$ cat config.mk
export PLATFORM = sky130hd
export DESIGN_NAME = usrt_tx_rx_framing
export DESIGN_NICKNAME = d
export VERILOG_FILES = /design/src/rtl/usrt_pkg.sv /design/src/rtl/usrt_baud_tick.sv /design/src/rtl/usrt_rx_sampler.sv /design/src/rtl/usrt_tx_rx_framing.sv
export VERILOG_INCLUDE_DIRS = /design/src /design/src/rtl
export SDC_FILE = /design/constraint.sdc
export NUM_CORES = 1
export LEC_CHECK = 0
export ABC_AREA = 1
export ABC_CLOCK_PERIOD_IN_PS = 6810
export BUFFER_PORTS_ARGS = -buffer_cell sky130_fd_sc_hd__buf_2
export CAP_MARGIN = 10
export CORE_AREA = 2 2 112 169
export DETAILED_ROUTE_END_ITERATION = 8
export DIE_AREA = 0 0 114 171
export SLEW_MARGIN = 30
export SYNTH_ARGS = -nofsm -noshare
export SYNTH_HDL_FRONTEND = slang
export SYNTH_SLANG_ARGS = --single-unit
$ cat constraint.sdc
create_clock -name mclk_in -period 6.81 [get_ports mclk_in]
set_input_delay 0.3405 -clock mclk_in [delete_from_list [all_inputs] [get_ports mclk_in]]
set_output_delay 0.3405 -clock mclk_in [all_outputs]
set_load 0.01 [all_outputs]
$ cat src/rtl/usrt_consts.svh
`ifndef USRT_CONSTS_SVH
`define USRT_CONSTS_SVH
// sixteen samples per bit
`define USRT_OVS          5'd16
`define USRT_HALF_OVS     5'd8
// stop field encodings
`define USRT_STOP_ONE     2'b00
`define USRT_STOP_HALF    2'b01
`define USRT_STOP_TWO     2'b10
`define USRT_STOP_ONEHALF 2'b11
// break lengths in bit times
`define USRT_BRK_BITS8    4'd10
`define USRT_BRK_BITS9    4'd11
// sample positions, numbered from one
`define USRT_SMP_A        5'd8
`define USRT_SMP_B        5'd9
`define USRT_SMP_C        5'd10
`define USRT_SMP_SC_A     5'd16
`define USRT_SMP_SC_B     5'd17
`define USRT_SMP_SC_C     5'd18
`define USRT_SMP_S3       5'd3
`define USRT_SMP_S5       5'd5
`define USRT_SMP_S7       5'd7
`define USRT_DIV_W        16
`endif

$ cat src/rtl/usrt_pkg.sv
package usrt_pkg;
    typedef enum logic [2:0] {
        TX_OFF, TX_IDLEFRM, TX_WAIT, TX_START, TX_DATA, TX_BREAK, TX_STOP
    } usrt_tx_state_t;
    typedef enum logic [1:0] {
        RX_HUNT, RX_START, RX_DATA, RX_STOP
    } usrt_rx_state_t;
    typedef logic [8:0] usrt_word_t;
endpackage : usrt_pkg

$ cat src/rtl/usrt_baud_tick.sv
`timescale 1ns/10ps
`include "usrt_consts.svh"
// one tick per sixteenth of a bit; holds while run is low
module usrt_baud_tick (
    input  wire logic                   mclk_in,
    input  wire logic                   resetn_in,
    input  wire logic                   run_in,
    input  wire logic [`USRT_DIV_W-1:0] divisor_in,
    output logic                        tick_out
);
    logic [`USRT_DIV_W-1:0] cnt_q;

    always_ff @(posedge mclk_in or negedge resetn_in) begin
        if (!resetn_in) begin
            cnt_q    <= '0;
            tick_out <= 1'b0;
        end else if (!run_in) begin
            tick_out <= 1'b0;
        end else if (cnt_q + 16'd1 >= divisor_in) begin
            cnt_q    <= '0;
            tick_out <= 1'b1;
        end else begin
            cnt_q    <= cnt_q + 16'd1;
            tick_out <= 1'b0;
        end
    end
endmodule : usrt_baud_tick

$ cat src/rtl/usrt_rx_sampler.sv
`timescale 1ns/10ps
`include "usrt_consts.svh"
// three-sample majority with noise flag
module usrt_rx_sampler (
    input  wire logic [2:0] samples_in,
    output logic            bit_out,
    output logic            noisy_out
);
    always_comb begin
        bit_out   = (samples_in[0] & samples_in[1]) |
                    (samples_in[0] & samples_in[2]) |
                    (samples_in[1] & samples_in[2]);
        noisy_out = !(samples_in == 3'b000 || samples_in == 3'b111);
    end
endmodule : usrt_rx_sampler

$ cat src/rtl/usrt_tx_rx_framing.sv
`timescale 1ns/10ps
`include "usrt_consts.svh"

module usrt_tx_rx_framing
    import usrt_pkg::*;
(
    input  wire logic                   mclk_in,
    input  wire logic                   resetn_in,
    input  wire logic                   peripheral_enable_in,
    input  wire logic                   transmitter_enable_in,
    input  wire logic                   receiver_enable_in,
    input  wire logic                   word_length_sel_in,
    input  wire logic [1:0]             stop_length_sel_in,
    input  wire logic                   flow_ctrl_en_in,
    input  wire logic                   sync_mode_en_in,
    input  wire logic                   sync_clk_pol_in,
    input  wire logic                   sync_clk_pha_in,
    input  wire logic [`USRT_DIV_W-1:0] baud_div_in,
    input  wire logic                   break_set_in,
    input  wire logic                   break_clr_in,
    input  wire logic                   data_wr_in,
    input  wire usrt_pkg::usrt_word_t   data_wr_val_in,
    input  wire logic                   status_rd_in,
    input  wire logic                   data_rd_in,
    input  wire logic                   tx_empty_irq_en_in,
    input  wire logic                   tx_complete_irq_en_in,
    input  wire logic                   rx_full_irq_en_in,
    input  wire logic                   rx_in,
    input  wire logic                   clear_to_send_in,
    output logic                        tx_out,
    output logic                        request_to_send_out,
    output logic                        sync_clk_out,
    output logic                        break_request_out,
    output logic                        tx_empty_flag_out,
    output logic                        tx_complete_flag_out,
    output logic                        rx_full_flag_out,
    output logic                        noise_flag_out,
    output logic                        framing_error_flag_out,
    output usrt_pkg::usrt_word_t        rx_holding_register_out,
    output logic                        irq_out
);
    import usrt_pkg::*;

    ////////////////////////////////////////////////////////////////////
    // baud ticks
    logic tx_run;
    logic tx_tick;
    logic rx_run;
    logic rx_tick;
    assign tx_run = peripheral_enable_in & transmitter_enable_in;
    assign rx_run = peripheral_enable_in & receiver_enable_in;

    usrt_baud_tick u_tx_baud (
        .mclk_in    (mclk_in),
        .resetn_in  (resetn_in),
        .run_in     (tx_run),
        .divisor_in (baud_div_in),
        .tick_out   (tx_tick)
    );
    usrt_baud_tick u_rx_baud (
        .mclk_in    (mclk_in),
        .resetn_in  (resetn_in),
        .run_in     (rx_run),
        .divisor_in (baud_div_in),
        .tick_out   (rx_tick)
    );

    ////////////////////////////////////////////////////////////////////
    // transmitter
    usrt_tx_state_t tx_st_q;
    usrt_word_t     hold_q;
    logic           hold_full_q;
    usrt_word_t     shf_q;
    logic [3:0]     bit_q;
    logic [4:0]     sub_q;
    logic [5:0]     stop_len;
    logic [3:0]     nbits;
    logic [3:0]     brk_len;
    logic           bit_end;
    logic           data_frame_q;
    logic           tc_armed_q;
    logic           load_now;

    assign nbits    = word_length_sel_in ? 4'd9 : 4'd8;
    assign brk_len  = word_length_sel_in ? `USRT_BRK_BITS9
                                         : `USRT_BRK_BITS8;
    assign bit_end  = tx_tick && sub_q == `USRT_OVS - 5'd1;
    // stop length in sixteenths
    always_comb begin
        case (stop_length_sel_in)
            `USRT_STOP_HALF:    stop_len = 6'd8;
            `USRT_STOP_TWO:     stop_len = 6'd32;
            `USRT_STOP_ONEHALF: stop_len = 6'd24;
            default:            stop_len = 6'd16;
        endcase
    end
    // next frame may start only with cts low under flow control
    assign load_now = tx_st_q == TX_WAIT && tx_tick &&
                      (!flow_ctrl_en_in || !clear_to_send_in);

    always_ff @(posedge mclk_in or negedge resetn_in) begin
        if (!resetn_in) begin
            tx_st_q      <= TX_OFF;
            bit_q        <= '0;
            sub_q        <= '0;
            shf_q        <= '0;
            data_frame_q <= 1'b0;
        end else if (!tx_run) begin
            if (!transmitter_enable_in || !peripheral_enable_in)
                tx_st_q <= (tx_st_q == TX_OFF) ? TX_OFF : tx_st_q;
            if (!peripheral_enable_in)
                tx_st_q <= TX_OFF;
        end else if (tx_tick) begin
            case (tx_st_q)
                TX_OFF: begin
                    tx_st_q <= TX_IDLEFRM;
                    sub_q   <= '0;
                    bit_q   <= '0;
                end
                TX_IDLEFRM: begin
                    sub_q <= sub_q + 5'd1;
                    if (bit_end) begin
                        sub_q <= '0;
                        bit_q <= bit_q + 4'd1;
                        if (bit_q == nbits + 4'd1)
                            tx_st_q <= TX_WAIT;
                    end
                end
                TX_WAIT: begin
                    sub_q <= '0;
                    bit_q <= '0;
                    if (break_request_out) begin
                        tx_st_q      <= TX_BREAK;
                        data_frame_q <= 1'b0;
                    end else if (hold_full_q && load_now) begin
                        tx_st_q      <= TX_START;
                        shf_q        <= hold_q;
                        data_frame_q <= 1'b1;
                    end
                end
                TX_START: begin
                    sub_q <= sub_q + 5'd1;
                    if (bit_end) begin
                        sub_q   <= '0;
                        tx_st_q <= TX_DATA;
                    end
                end
                TX_DATA: begin
                    sub_q <= sub_q + 5'd1;
                    if (bit_end) begin
                        sub_q <= '0;
                        shf_q <= {1'b0, shf_q[8:1]};
                        bit_q <= bit_q + 4'd1;
                        if (bit_q == nbits - 4'd1) begin
                            bit_q   <= '0;
                            tx_st_q <= TX_STOP;
                        end
                    end
                end
                TX_BREAK: begin
                    sub_q <= sub_q + 5'd1;
                    if (bit_end) begin
                        sub_q <= '0;
                        bit_q <= bit_q + 4'd1;
                        if (bit_q == brk_len - 4'd1)
                            tx_st_q <= TX_STOP;
                    end
                end
                TX_STOP: begin
                    if ({1'b0, sub_q} == stop_len - 6'd1 ||
                        sub_q == 5'd31) begin
                        sub_q   <= '0;
                        tx_st_q <= TX_WAIT;
                    end else begin
                        sub_q <= sub_q + 5'd1;
                    end
                end
                default: tx_st_q <= TX_OFF;
            endcase
        end
    end

    // line level: high when idle, idle frame or stop
    always_ff @(posedge mclk_in or negedge resetn_in) begin
        if (!resetn_in)
            tx_out <= 1'b1;
        else case (tx_st_q)
            TX_START, TX_BREAK: tx_out <= 1'b0;
            TX_DATA:            tx_out <= shf_q[0];
            default:            tx_out <= 1'b1;
        endcase
    end

    // sync clock only over data bits
    always_ff @(posedge mclk_in or negedge resetn_in) begin
        if (!resetn_in)
            sync_clk_out <= 1'b0;
        else if (sync_mode_en_in && tx_st_q == TX_DATA)
            sync_clk_out <= sync_clk_pol_in ^ sync_clk_pha_in ^
                            (sub_q >= `USRT_HALF_OVS);
        else
            sync_clk_out <= sync_clk_pol_in;
    end

    // break request: set by software, cleared by hardware or software
    always_ff @(posedge mclk_in or negedge resetn_in) begin
        if (!resetn_in)
            break_request_out <= 1'b0;
        else if (tx_st_q == TX_BREAK && bit_end &&
                 bit_q == brk_len - 4'd1)
            break_request_out <= 1'b0;
        else if (break_set_in)
            break_request_out <= 1'b1;
        else if (break_clr_in && tx_st_q != TX_BREAK)
            break_request_out <= 1'b0;
    end

    // holding register and empty flag
    logic tc_set;
    assign tc_set = tx_st_q == TX_STOP && tx_tick && data_frame_q &&
                    ({1'b0, sub_q} == stop_len - 6'd1) &&
                    !hold_full_q;
    always_ff @(posedge mclk_in or negedge resetn_in) begin
        if (!resetn_in) begin
            hold_q      <= '0;
            hold_full_q <= 1'b0;
        end else if (data_wr_in) begin
            hold_q      <= data_wr_val_in;
            hold_full_q <= 1'b1;
        end else if (tx_st_q == TX_WAIT && tx_tick && hold_full_q &&
                     load_now && !break_request_out) begin
            hold_full_q <= 1'b0;
        end
    end
    assign tx_empty_flag_out = !hold_full_q;

    // complete flag: status read arms, data write clears
    always_ff @(posedge mclk_in or negedge resetn_in) begin
        if (!resetn_in) begin
            tx_complete_flag_out <= 1'b0;
            tc_armed_q           <= 1'b0;
        end else begin
            if (tc_set)
                tx_complete_flag_out <= 1'b1;
            else if (data_wr_in && tc_armed_q)
                tx_complete_flag_out <= 1'b0;
            if (status_rd_in && tx_complete_flag_out)
                tc_armed_q <= 1'b1;
            else if (data_wr_in)
                tc_armed_q <= 1'b0;
        end
    end

    ////////////////////////////////////////////////////////////////////
    // receiver
    usrt_rx_state_t rx_st_q;
    logic [4:0]     rsub_q;
    logic [3:0]     rbit_q;
    logic [2:0]     smp_q;
    logic [2:0]     grp_a_q;
    usrt_word_t     rshf_q;
    logic           rnoise_q;
    logic           maj;
    logic           noisy;
    logic [4:0]     rpos;
    logic [4:0]     sc;

    usrt_rx_sampler u_samp (
        .samples_in (smp_q),
        .bit_out    (maj),
        .noisy_out  (noisy)
    );
    assign rpos = rsub_q + 5'd1;
    assign request_to_send_out = !(flow_ctrl_en_in && rx_run &&
                                   !rx_full_flag_out);
    always_comb begin
        sc = `USRT_SMP_C;
        if (rx_st_q == RX_STOP &&
            stop_length_sel_in == `USRT_STOP_ONEHALF) begin
            sc = `USRT_SMP_SC_C;
        end
    end

    always_ff @(posedge mclk_in or negedge resetn_in) begin
        if (!resetn_in) begin
            rx_st_q  <= RX_HUNT;
            rsub_q   <= '0;
            rbit_q   <= '0;
            smp_q    <= 3'b111;
            grp_a_q  <= 3'b111;
            rshf_q   <= '0;
            rnoise_q <= 1'b0;
        end else if (!rx_run) begin
            rx_st_q <= RX_HUNT;
            smp_q   <= 3'b111;
        end else if (rx_tick) begin
            smp_q <= {rx_in, smp_q[2:1]};
            case (rx_st_q)
                RX_HUNT: begin
                    rsub_q <= '0;
                    if (smp_q == 3'b111 && !rx_in)
                        rx_st_q <= RX_START;
                end
                RX_START: begin
                    rsub_q <= rsub_q + 5'd1;
                    if (rpos == `USRT_SMP_S3) grp_a_q[0] <= rx_in;
                    if (rpos == `USRT_SMP_S5) grp_a_q[1] <= rx_in;
                    if (rpos == `USRT_SMP_S7) grp_a_q[2] <= rx_in;
                    if (rpos == `USRT_SMP_C + 5'd1) begin
                        // majority zero in both groups accepts
                        if (!maj && !(grp_a_q[0] & grp_a_q[1] |
                            grp_a_q[0] & grp_a_q[2] |
                            grp_a_q[1] & grp_a_q[2])) begin
                            rnoise_q <= noisy || grp_a_q != 3'b000;
                        end else begin
                            rx_st_q <= RX_HUNT;
                        end
                    end
                    if (rpos == `USRT_OVS) begin
                        rsub_q <= '0;
                        rbit_q <= '0;
                        rx_st_q <= RX_DATA;
                    end
                end
                RX_DATA: begin
                    rsub_q <= rsub_q + 5'd1;
                    if (rpos == `USRT_SMP_C + 5'd1) begin
                        rshf_q <= word_length_sel_in ?
                                  {maj, rshf_q[8:1]} :
                                  {1'b0, maj, rshf_q[7:1]};
                        if (noisy) rnoise_q <= 1'b1;
                    end
                    if (rpos == `USRT_OVS) begin
                        rsub_q <= '0;
                        rbit_q <= rbit_q + 4'd1;
                        if (rbit_q == nbits - 4'd1)
                            rx_st_q <= RX_STOP;
                    end
                end
                RX_STOP: begin
                    rsub_q <= rsub_q + 5'd1;
                    if (stop_length_sel_in == `USRT_STOP_HALF ||
                        rpos == sc + 5'd1 ||
                        rpos == 5'd31)
                        rx_st_q <= RX_HUNT;
                end
                default: rx_st_q <= RX_HUNT;
            endcase
        end
    end

    // word handoff to holding register with flags
    logic rx_done;
    logic rx_ferr;
    assign rx_done = rx_run && rx_tick && rx_st_q == RX_STOP &&
                     (stop_length_sel_in == `USRT_STOP_HALF ||
                      rpos == sc + 5'd1);
    // half stop bit leaves framing unchecked
    assign rx_ferr = stop_length_sel_in != `USRT_STOP_HALF && !maj;
    always_ff @(posedge mclk_in or negedge resetn_in) begin
        if (!resetn_in) begin
            rx_holding_register_out <= '0;
            rx_full_flag_out        <= 1'b0;
            noise_flag_out          <= 1'b0;
            framing_error_flag_out  <= 1'b0;
        end else if (rx_done) begin
            rx_holding_register_out <= rshf_q;
            rx_full_flag_out        <= 1'b1;
            noise_flag_out          <= rnoise_q;
            framing_error_flag_out  <= rx_ferr;
        end else if (data_rd_in) begin
            rx_full_flag_out        <= 1'b0;
            noise_flag_out          <= 1'b0;
            framing_error_flag_out  <= 1'b0;
        end
    end

    assign irq_out = (tx_empty_irq_en_in && tx_empty_flag_out) ||
                     (tx_complete_irq_en_in && tx_complete_flag_out) ||
                     (rx_full_irq_en_in && rx_full_flag_out);
endmodule : usrt_tx_rx_framing

# After elaboration in Yosys (flattened, before gate mapping)
# Cells that the tools add are included.
# word_totals
input_bits	47
regBits	110
# classes
bitwise	14
reduce_logical	82
mux	77
n_eq_ne	58
order_cmp	3
n_addsub	11
# ops
cell	count
3-bit two-way mux	17
9-bit two-way mux	4
3-bit != test, second input constant	12
16-bit by 1-bit adder with 16-bit output, second input constant	2
16-bit >= comparator	2
16-bit two-way mux	2
5-bit one-hot mux with 3 select lines	2
1-bit logical AND	29
1-bit two-way mux	26
3-bit one-hot mux with 7 select lines	1
4-bit two-way mux	5
5-bit two-way mux	4
2-bit != test, second input constant	10
4-bit AND reduction	5
2-bit two-way mux	9
6-bit one-hot mux with 3 select lines	1
9-bit one-hot mux with 2 select lines	1
4-bit == test	4
5-bit by 1-bit adder with 5-bit output, second input constant	3
5-bit == test, second input constant	3
7-bit AND reduction	2
2-bit nonzero test	7
4-bit by 1-bit adder with 4-bit output, second input constant	3
3-bit == test, second input constant	4
other kinds (35)	87

# Depth between registers and ports, before layout
# logic_depth
ltp_word	11
mapped_depth	18

# By module
# A second synthesis with hierarchy kept.
# hier_totals
cells_unflattened	943
area_unflattened_um2	7030.5
# modules_own_cells
module	area_each_um2	instances	cells_per_inst
usrt_tx_rx_framing	4016.4	1	506
usrt_baud_tick	1492.7	2	215
usrt_rx_sampler	28.8	1	7

# Least setup slack after synthesis
# No wires, ideal clock.
# synth_timing
path_type	reg2reg
from	register u_tx_baud.cnt_q[2]
to	register u_tx_baud.cnt_q[14]
setup_time_ps	123
path_buffers	0
t_arrival_ps	2265
path_slack_ps	4421
stages_incl_launch_ff	17
cell_sequence	dfrtp_1 > inv_2 > nor3_4 > nand2_2 > nor2_1 > nand2_1 > and2_1 > ha_1 > nand2_1 > inv_1 > nand3_1 > nor3_1 > nand3_1 > nand3_1 > nand2_1 > inv_2 > a21oi_1
# synth_between
elab_chain_len	3
# synth_lines
element	line_no	text
start, declared	usrt_baud_tick.sv:11	logic [`USRT_DIV_W-1:0] cnt_q;
start signal, assigned	usrt_baud_tick.sv:23	cnt_q <= cnt_q + 16'd1;
16-bit by 1-bit adder with 16-bit output *	usrt_baud_tick.sv:19, usrt_baud_tick.sv:23	
16-bit >= comparator	usrt_baud_tick.sv:19	end else if (cnt_q + 16'd1 >= divisor_in) begin
16-bit two-way mux *	usrt_baud_tick.sv:19	
# Every way passes the cells marked *; elsewhere a longest branch is shown, timed or not.
# A chain may end at the register's enable or synchronous reset.

# Worst setup path after layout
# layout_timing
from	register u_rx_baud.cnt_q[0]
to	register u_rx_baud.cnt_q[15]
# layout_between
elab_chain_len	3
# layout_lines
element	line_no
start, declared	usrt_baud_tick.sv:11
start signal, assigned	usrt_baud_tick.sv:23
16-bit by 1-bit adder with 16-bit output *	usrt_baud_tick.sv:19, usrt_baud_tick.sv:23
16-bit >= comparator	usrt_baud_tick.sv:19
16-bit two-way mux *	usrt_baud_tick.sv:19
# Marked as above.

==> metrics.txt <==
sequence of cells on the critical path=ha_1 > nand2_1 > nor2_1 > nand2_1 > nor2_2 > nand2_1 > nand2_1 > nand2_1 > ha_1 > nand2_1 > inv_1 > nand3_1 > nor3_1 > nand3_1 > nand3_1 > nand2_1 > inv_1 > a21oi_1; setup bufs post-CTS=0; Die Y=about 170 µm; cell depth of the worst flop-to-flop path=18; async set-reset flop share out of synthesis=100%; combined area of all synthesized cells=7090 µm²; DRC viols=0; number of nets in the synthesized netlist=1008; aggregate routed wire length=about 16 mm; CP required=around 7 ns; area used by multi-input combinational logic=3720 µm²; Antenna Diode Count=0; CP Max Fanout=15; Peak supply drop=between 0.0001 and 0.00015 V; die area=slightly below 20000 µm²; initial cell density of the core=roughly 39%; kind of critical path=reg -> reg; CP Launch Point=u_rx_baud.cnt_q[0]$_DFFE_PN0P_; number of primary I/O pins=66; slowest cell on the critical path=nand3_1; count of yosys warnings during synthesis=0; sequential cell area fraction in the yosys report=between 30% and 40%; internal cell power=approximately 1.2 mW; part of the power in the clock network=32.1%; FF-to-FF End=u_rx_baud.cnt_q[15]$_DFFE_PN0P_; unique cell type count in the Yosys netlist=53; antenna-violating nets left=0; Slowest Stage Delay on Critical Path=approximately 0.45 ns; most common cell after layout, fill and taps aside=nand2_1; final period utilization=approximately 44%; crit-path most repeated cell=nand2_1; post-layout minimum cycle time=about 3.0 ns; floorplan row count=approximately 60; hold-fix buffer count after cts=0; flop-to-flop setup slack=3.84 ns; Synth Flop Type=dfrtp_1; headroom to the max-slew limit=44.3%; Pre-antenna DRT Iters=6; wire length of the first global-routing pass=26.9 mm; Clock Skews=a little over 0.009 ns; highest signal layer in the routed design=met4; leading cell types in the layout, fill and taps excluded=245 x nand2_1, 116 x inv_1, 103 x dfrtp_1; switching share of power=around 34%; overall track demand over capacity in global routing=17.3%; register clock-pin slew on the reported worst setup and hold paths=roughly 0.080 ns; CTS tree=yes; classification of the worst-slack hold path=in -> async; die width=~110 µm; RSZ-0062 raised after global routing=no; number of buffers on the longest clock path=2; met3 WL post-DR=443 µm; number of port buffers=65; number of antenna violations at the first check in global routing=0; DP Cell Count=approximately 1200; fraction of final layout cells sized beyond drive strength 1=~16%; startpoint of the worst register-to-register path=u_rx_baud.cnt_q[0]$_DFFE_PN0P_; TritonCTS Buffers=9; fraction of power consumed by combinational cells=around a quarter; CTS HTree Levels=3; arrival time of data at the critical path endpoint=~3.2 ns; routability congestion estimate from global placement=about 0.90; Area growth syn-to-layout=11.3%; via density per instance=between 4 and 5; met1 layer wirelength in the final routing=slightly below 7 mm; fmax=between 0.3 and 0.4 GHz; Clock Sink Count=110; setup violation total in the final timing report=0; clock root buffer master=clkbuf_16; leakage power summed over all cells=4.04 nW; total length of routed met2 wires=between 8 and 9 mm; Placeable Area=about 18000 µm²; element type at the critical path start=register; part of the total power dissipated in sequential elements=44.5%; # fillers=roughly 1900; area occupied by registers=about 2800 µm²; Slew Viols, Final=0; slew at the pin closest to its max-slew limit=~0.83 ns; Overflow after GRT=0; max_cap viols=0; Iteration-0 DRC Markers=about 270; post-DP HPWL=around 12 mm; hold violation count in the final report=0; maximum number of pins on one net before global-route repair=60; via count of the first global-routing pass=5698; Synth Area per Inst=7.76 µm²; via count=between 5000 and 6000; Clk Latency, worst-skew pair=about 0.36 ns; net count of the finished layout=about 1100; Switching Power=~600 µW; run status=completed; post-route non-filler standard cell count=1197; number of enable-type register cells in the synthesized netlist=0; count of mapped cells out of synthesis=between 900 and 1000; sort of element at the end of the critical path=register; FF+latch count, synth=110; average routed wire per standard cell=~14 µm; pwr dens=approximately 220 nW/µm²; PostCTS Resize Cnt=0; accumulated negative setup slack=0 ns
## power groups by stage
stage	clock network, mW	logic, mW	registers (mW)
finish	0.567	0.415	0.786
global route	0.603	0.479	0.797
CTS	0.582	0.421	0.786
detailed placement	0	0.418	0.798
global placement	0	0.412	0.796
floorplan	0	0.310	0.780
## cell usage after synthesis (2+ instances only)
| master | n | area share, % |
|---|---|---|
| a21oi_1 | 37 | 2.6 |
| a22oi_1 | 2 | 0.21 |
| and2_1 | 2 | 0.18 |
| buf_2 | 5 | 0.35 |
| buf_4 | 3 | 0.32 |
| buf_6 | 5 | 0.79 |
| clkbuf_1 | 5 | 0.26 |
| dfrtp_1 | 103 | 36 |
| dfstp_2 | 7 | 2.6 |
| ha_1 | 47 | 8.3 |
| inv_1 | 116 | 6.1 |
| inv_2 | 9 | 0.48 |
| nand2_1 | 245 | 13 |
| nand2_2 | 11 | 0.97 |
| nand3_1 | 49 | 3.5 |
| nand3_2 | 8 | 1.1 |
| nand3b_1 | 3 | 0.32 |
| nand4_1 | 13 | 1.1 |
| nor2_1 | 60 | 3.2 |
| nor2_2 | 9 | 0.79 |
| nor2_4 | 4 | 0.64 |
| nor2_8 | 3 | 0.85 |
| nor3_1 | 12 | 0.85 |
| nor3_2 | 2 | 0.28 |
| nor3_4 | 2 | 0.46 |
| nor3b_1 | 2 | 0.21 |
| o211ai_1 | 9 | 0.95 |
| o21a_1 | 3 | 0.32 |
| o21ai_0 | 48 | 3.4 |
| o21ai_1 | 22 | 1.6 |
| o21ai_2 | 3 | 0.37 |
| o22ai_1 | 16 | 1.4 |
| or2_2 | 3 | 0.26 |
| xnor2_1 | 6 | 0.74 |
| xor2_1 | 21 | 2.6 |
| xor2_2 | 2 | 0.46 |
## cells by family (layout without fill, tap and decap cells)
logic type | Yosys count | in the layout | synth area share (%)
flops | 110 | 110 | 38.9
xor+xnor | 29 | 29 | 3.79
compound gates | 150 | 150 | 12.1
buf+inv | 146 | 209 | 8.56
fa+ha+maj | 47 | 47 | 8.29
simple gates | 432 | 432 | 28.4
## stage by stage
step	area [µm²]	hold WS [ns]	power, mW	setup slack (ns)	util (%)
after floorplan	7090	0.0449	1.09	4.42	-
after global placement	7570	0.435	1.21	3.96	41.7
after detailed placement	7570	0.431	1.22	3.87	41.7
after CTS	7890	0.0380	1.79	3.87	43.4
after global routing	7890	0.0611	1.88	3.52	43.4
final	7890	0.0100	1.77	3.84	43.4
## state kept, by name, summed over array words and instances, names as in the netlist, 4 cells and up
| signal | flops |
|---|---|
| u_rx_baud.cnt_q | 16 |
| rsub_q | 5 |
| sub_q | 5 |
| hold_q | 9 |
| u_tx_baud.cnt_q | 16 |
| bit_q | 4 |
| shf_q | 9 |
| rshf_q | 9 |
| rbit_q | 4 |
| rx_holding_register_out | 9 |
## worst max-delay path by stage
stage / end / slack (ns)
3_5_place_dp: u_rx_baud.cnt_q[13]$_DFFE_PN0P_ / 3.87
5_1_grt: u_rx_baud.cnt_q[13]$_DFFE_PN0P_ / 3.52
6_report: u_rx_baud.cnt_q[15]$_DFFE_PN0P_ / 3.84
2_1_floorplan: u_tx_baud.cnt_q[14]$_DFFE_PN0P_ / 4.42
3_3_place_gp: u_rx_baud.cnt_q[13]$_DFFE_PN0P_ / 3.96
4_1_cts: u_rx_baud.cnt_q[13]$_DFFE_PN0P_ / 3.87
## final cells by class
| class | count | area share, % |
|---|---|---|
| clock buffer | 10 | 3.03 |
| clock inverter | 6 | 0.952 |
| inverter | 127 | 6.09 |
| multi-input combinational | 658 | 47.2 |
| sequential | 110 | 35.0 |
| tap | 220 | 3.49 |
| timing repair buffer | 66 | 4.25 |
## worst max-delay path, delay by kind of cell, from the launching register on
kind	cells	cell delay, ns
buf+inv	2	0.17
compound gates	1	0.04
fa+ha+maj	2	0.48
flops	1	0.41
simple gates	13	1.76
## per-layer routing
metal / vias to the layer above / track usage, %
met4: 0 / 6.36
met5: - / 0
met2: 103 / 32.4
li1: 3088 / -
met1: 2768 / 19.8
met3: 23 / 2.13
Power figures use the tool's default switching activity.
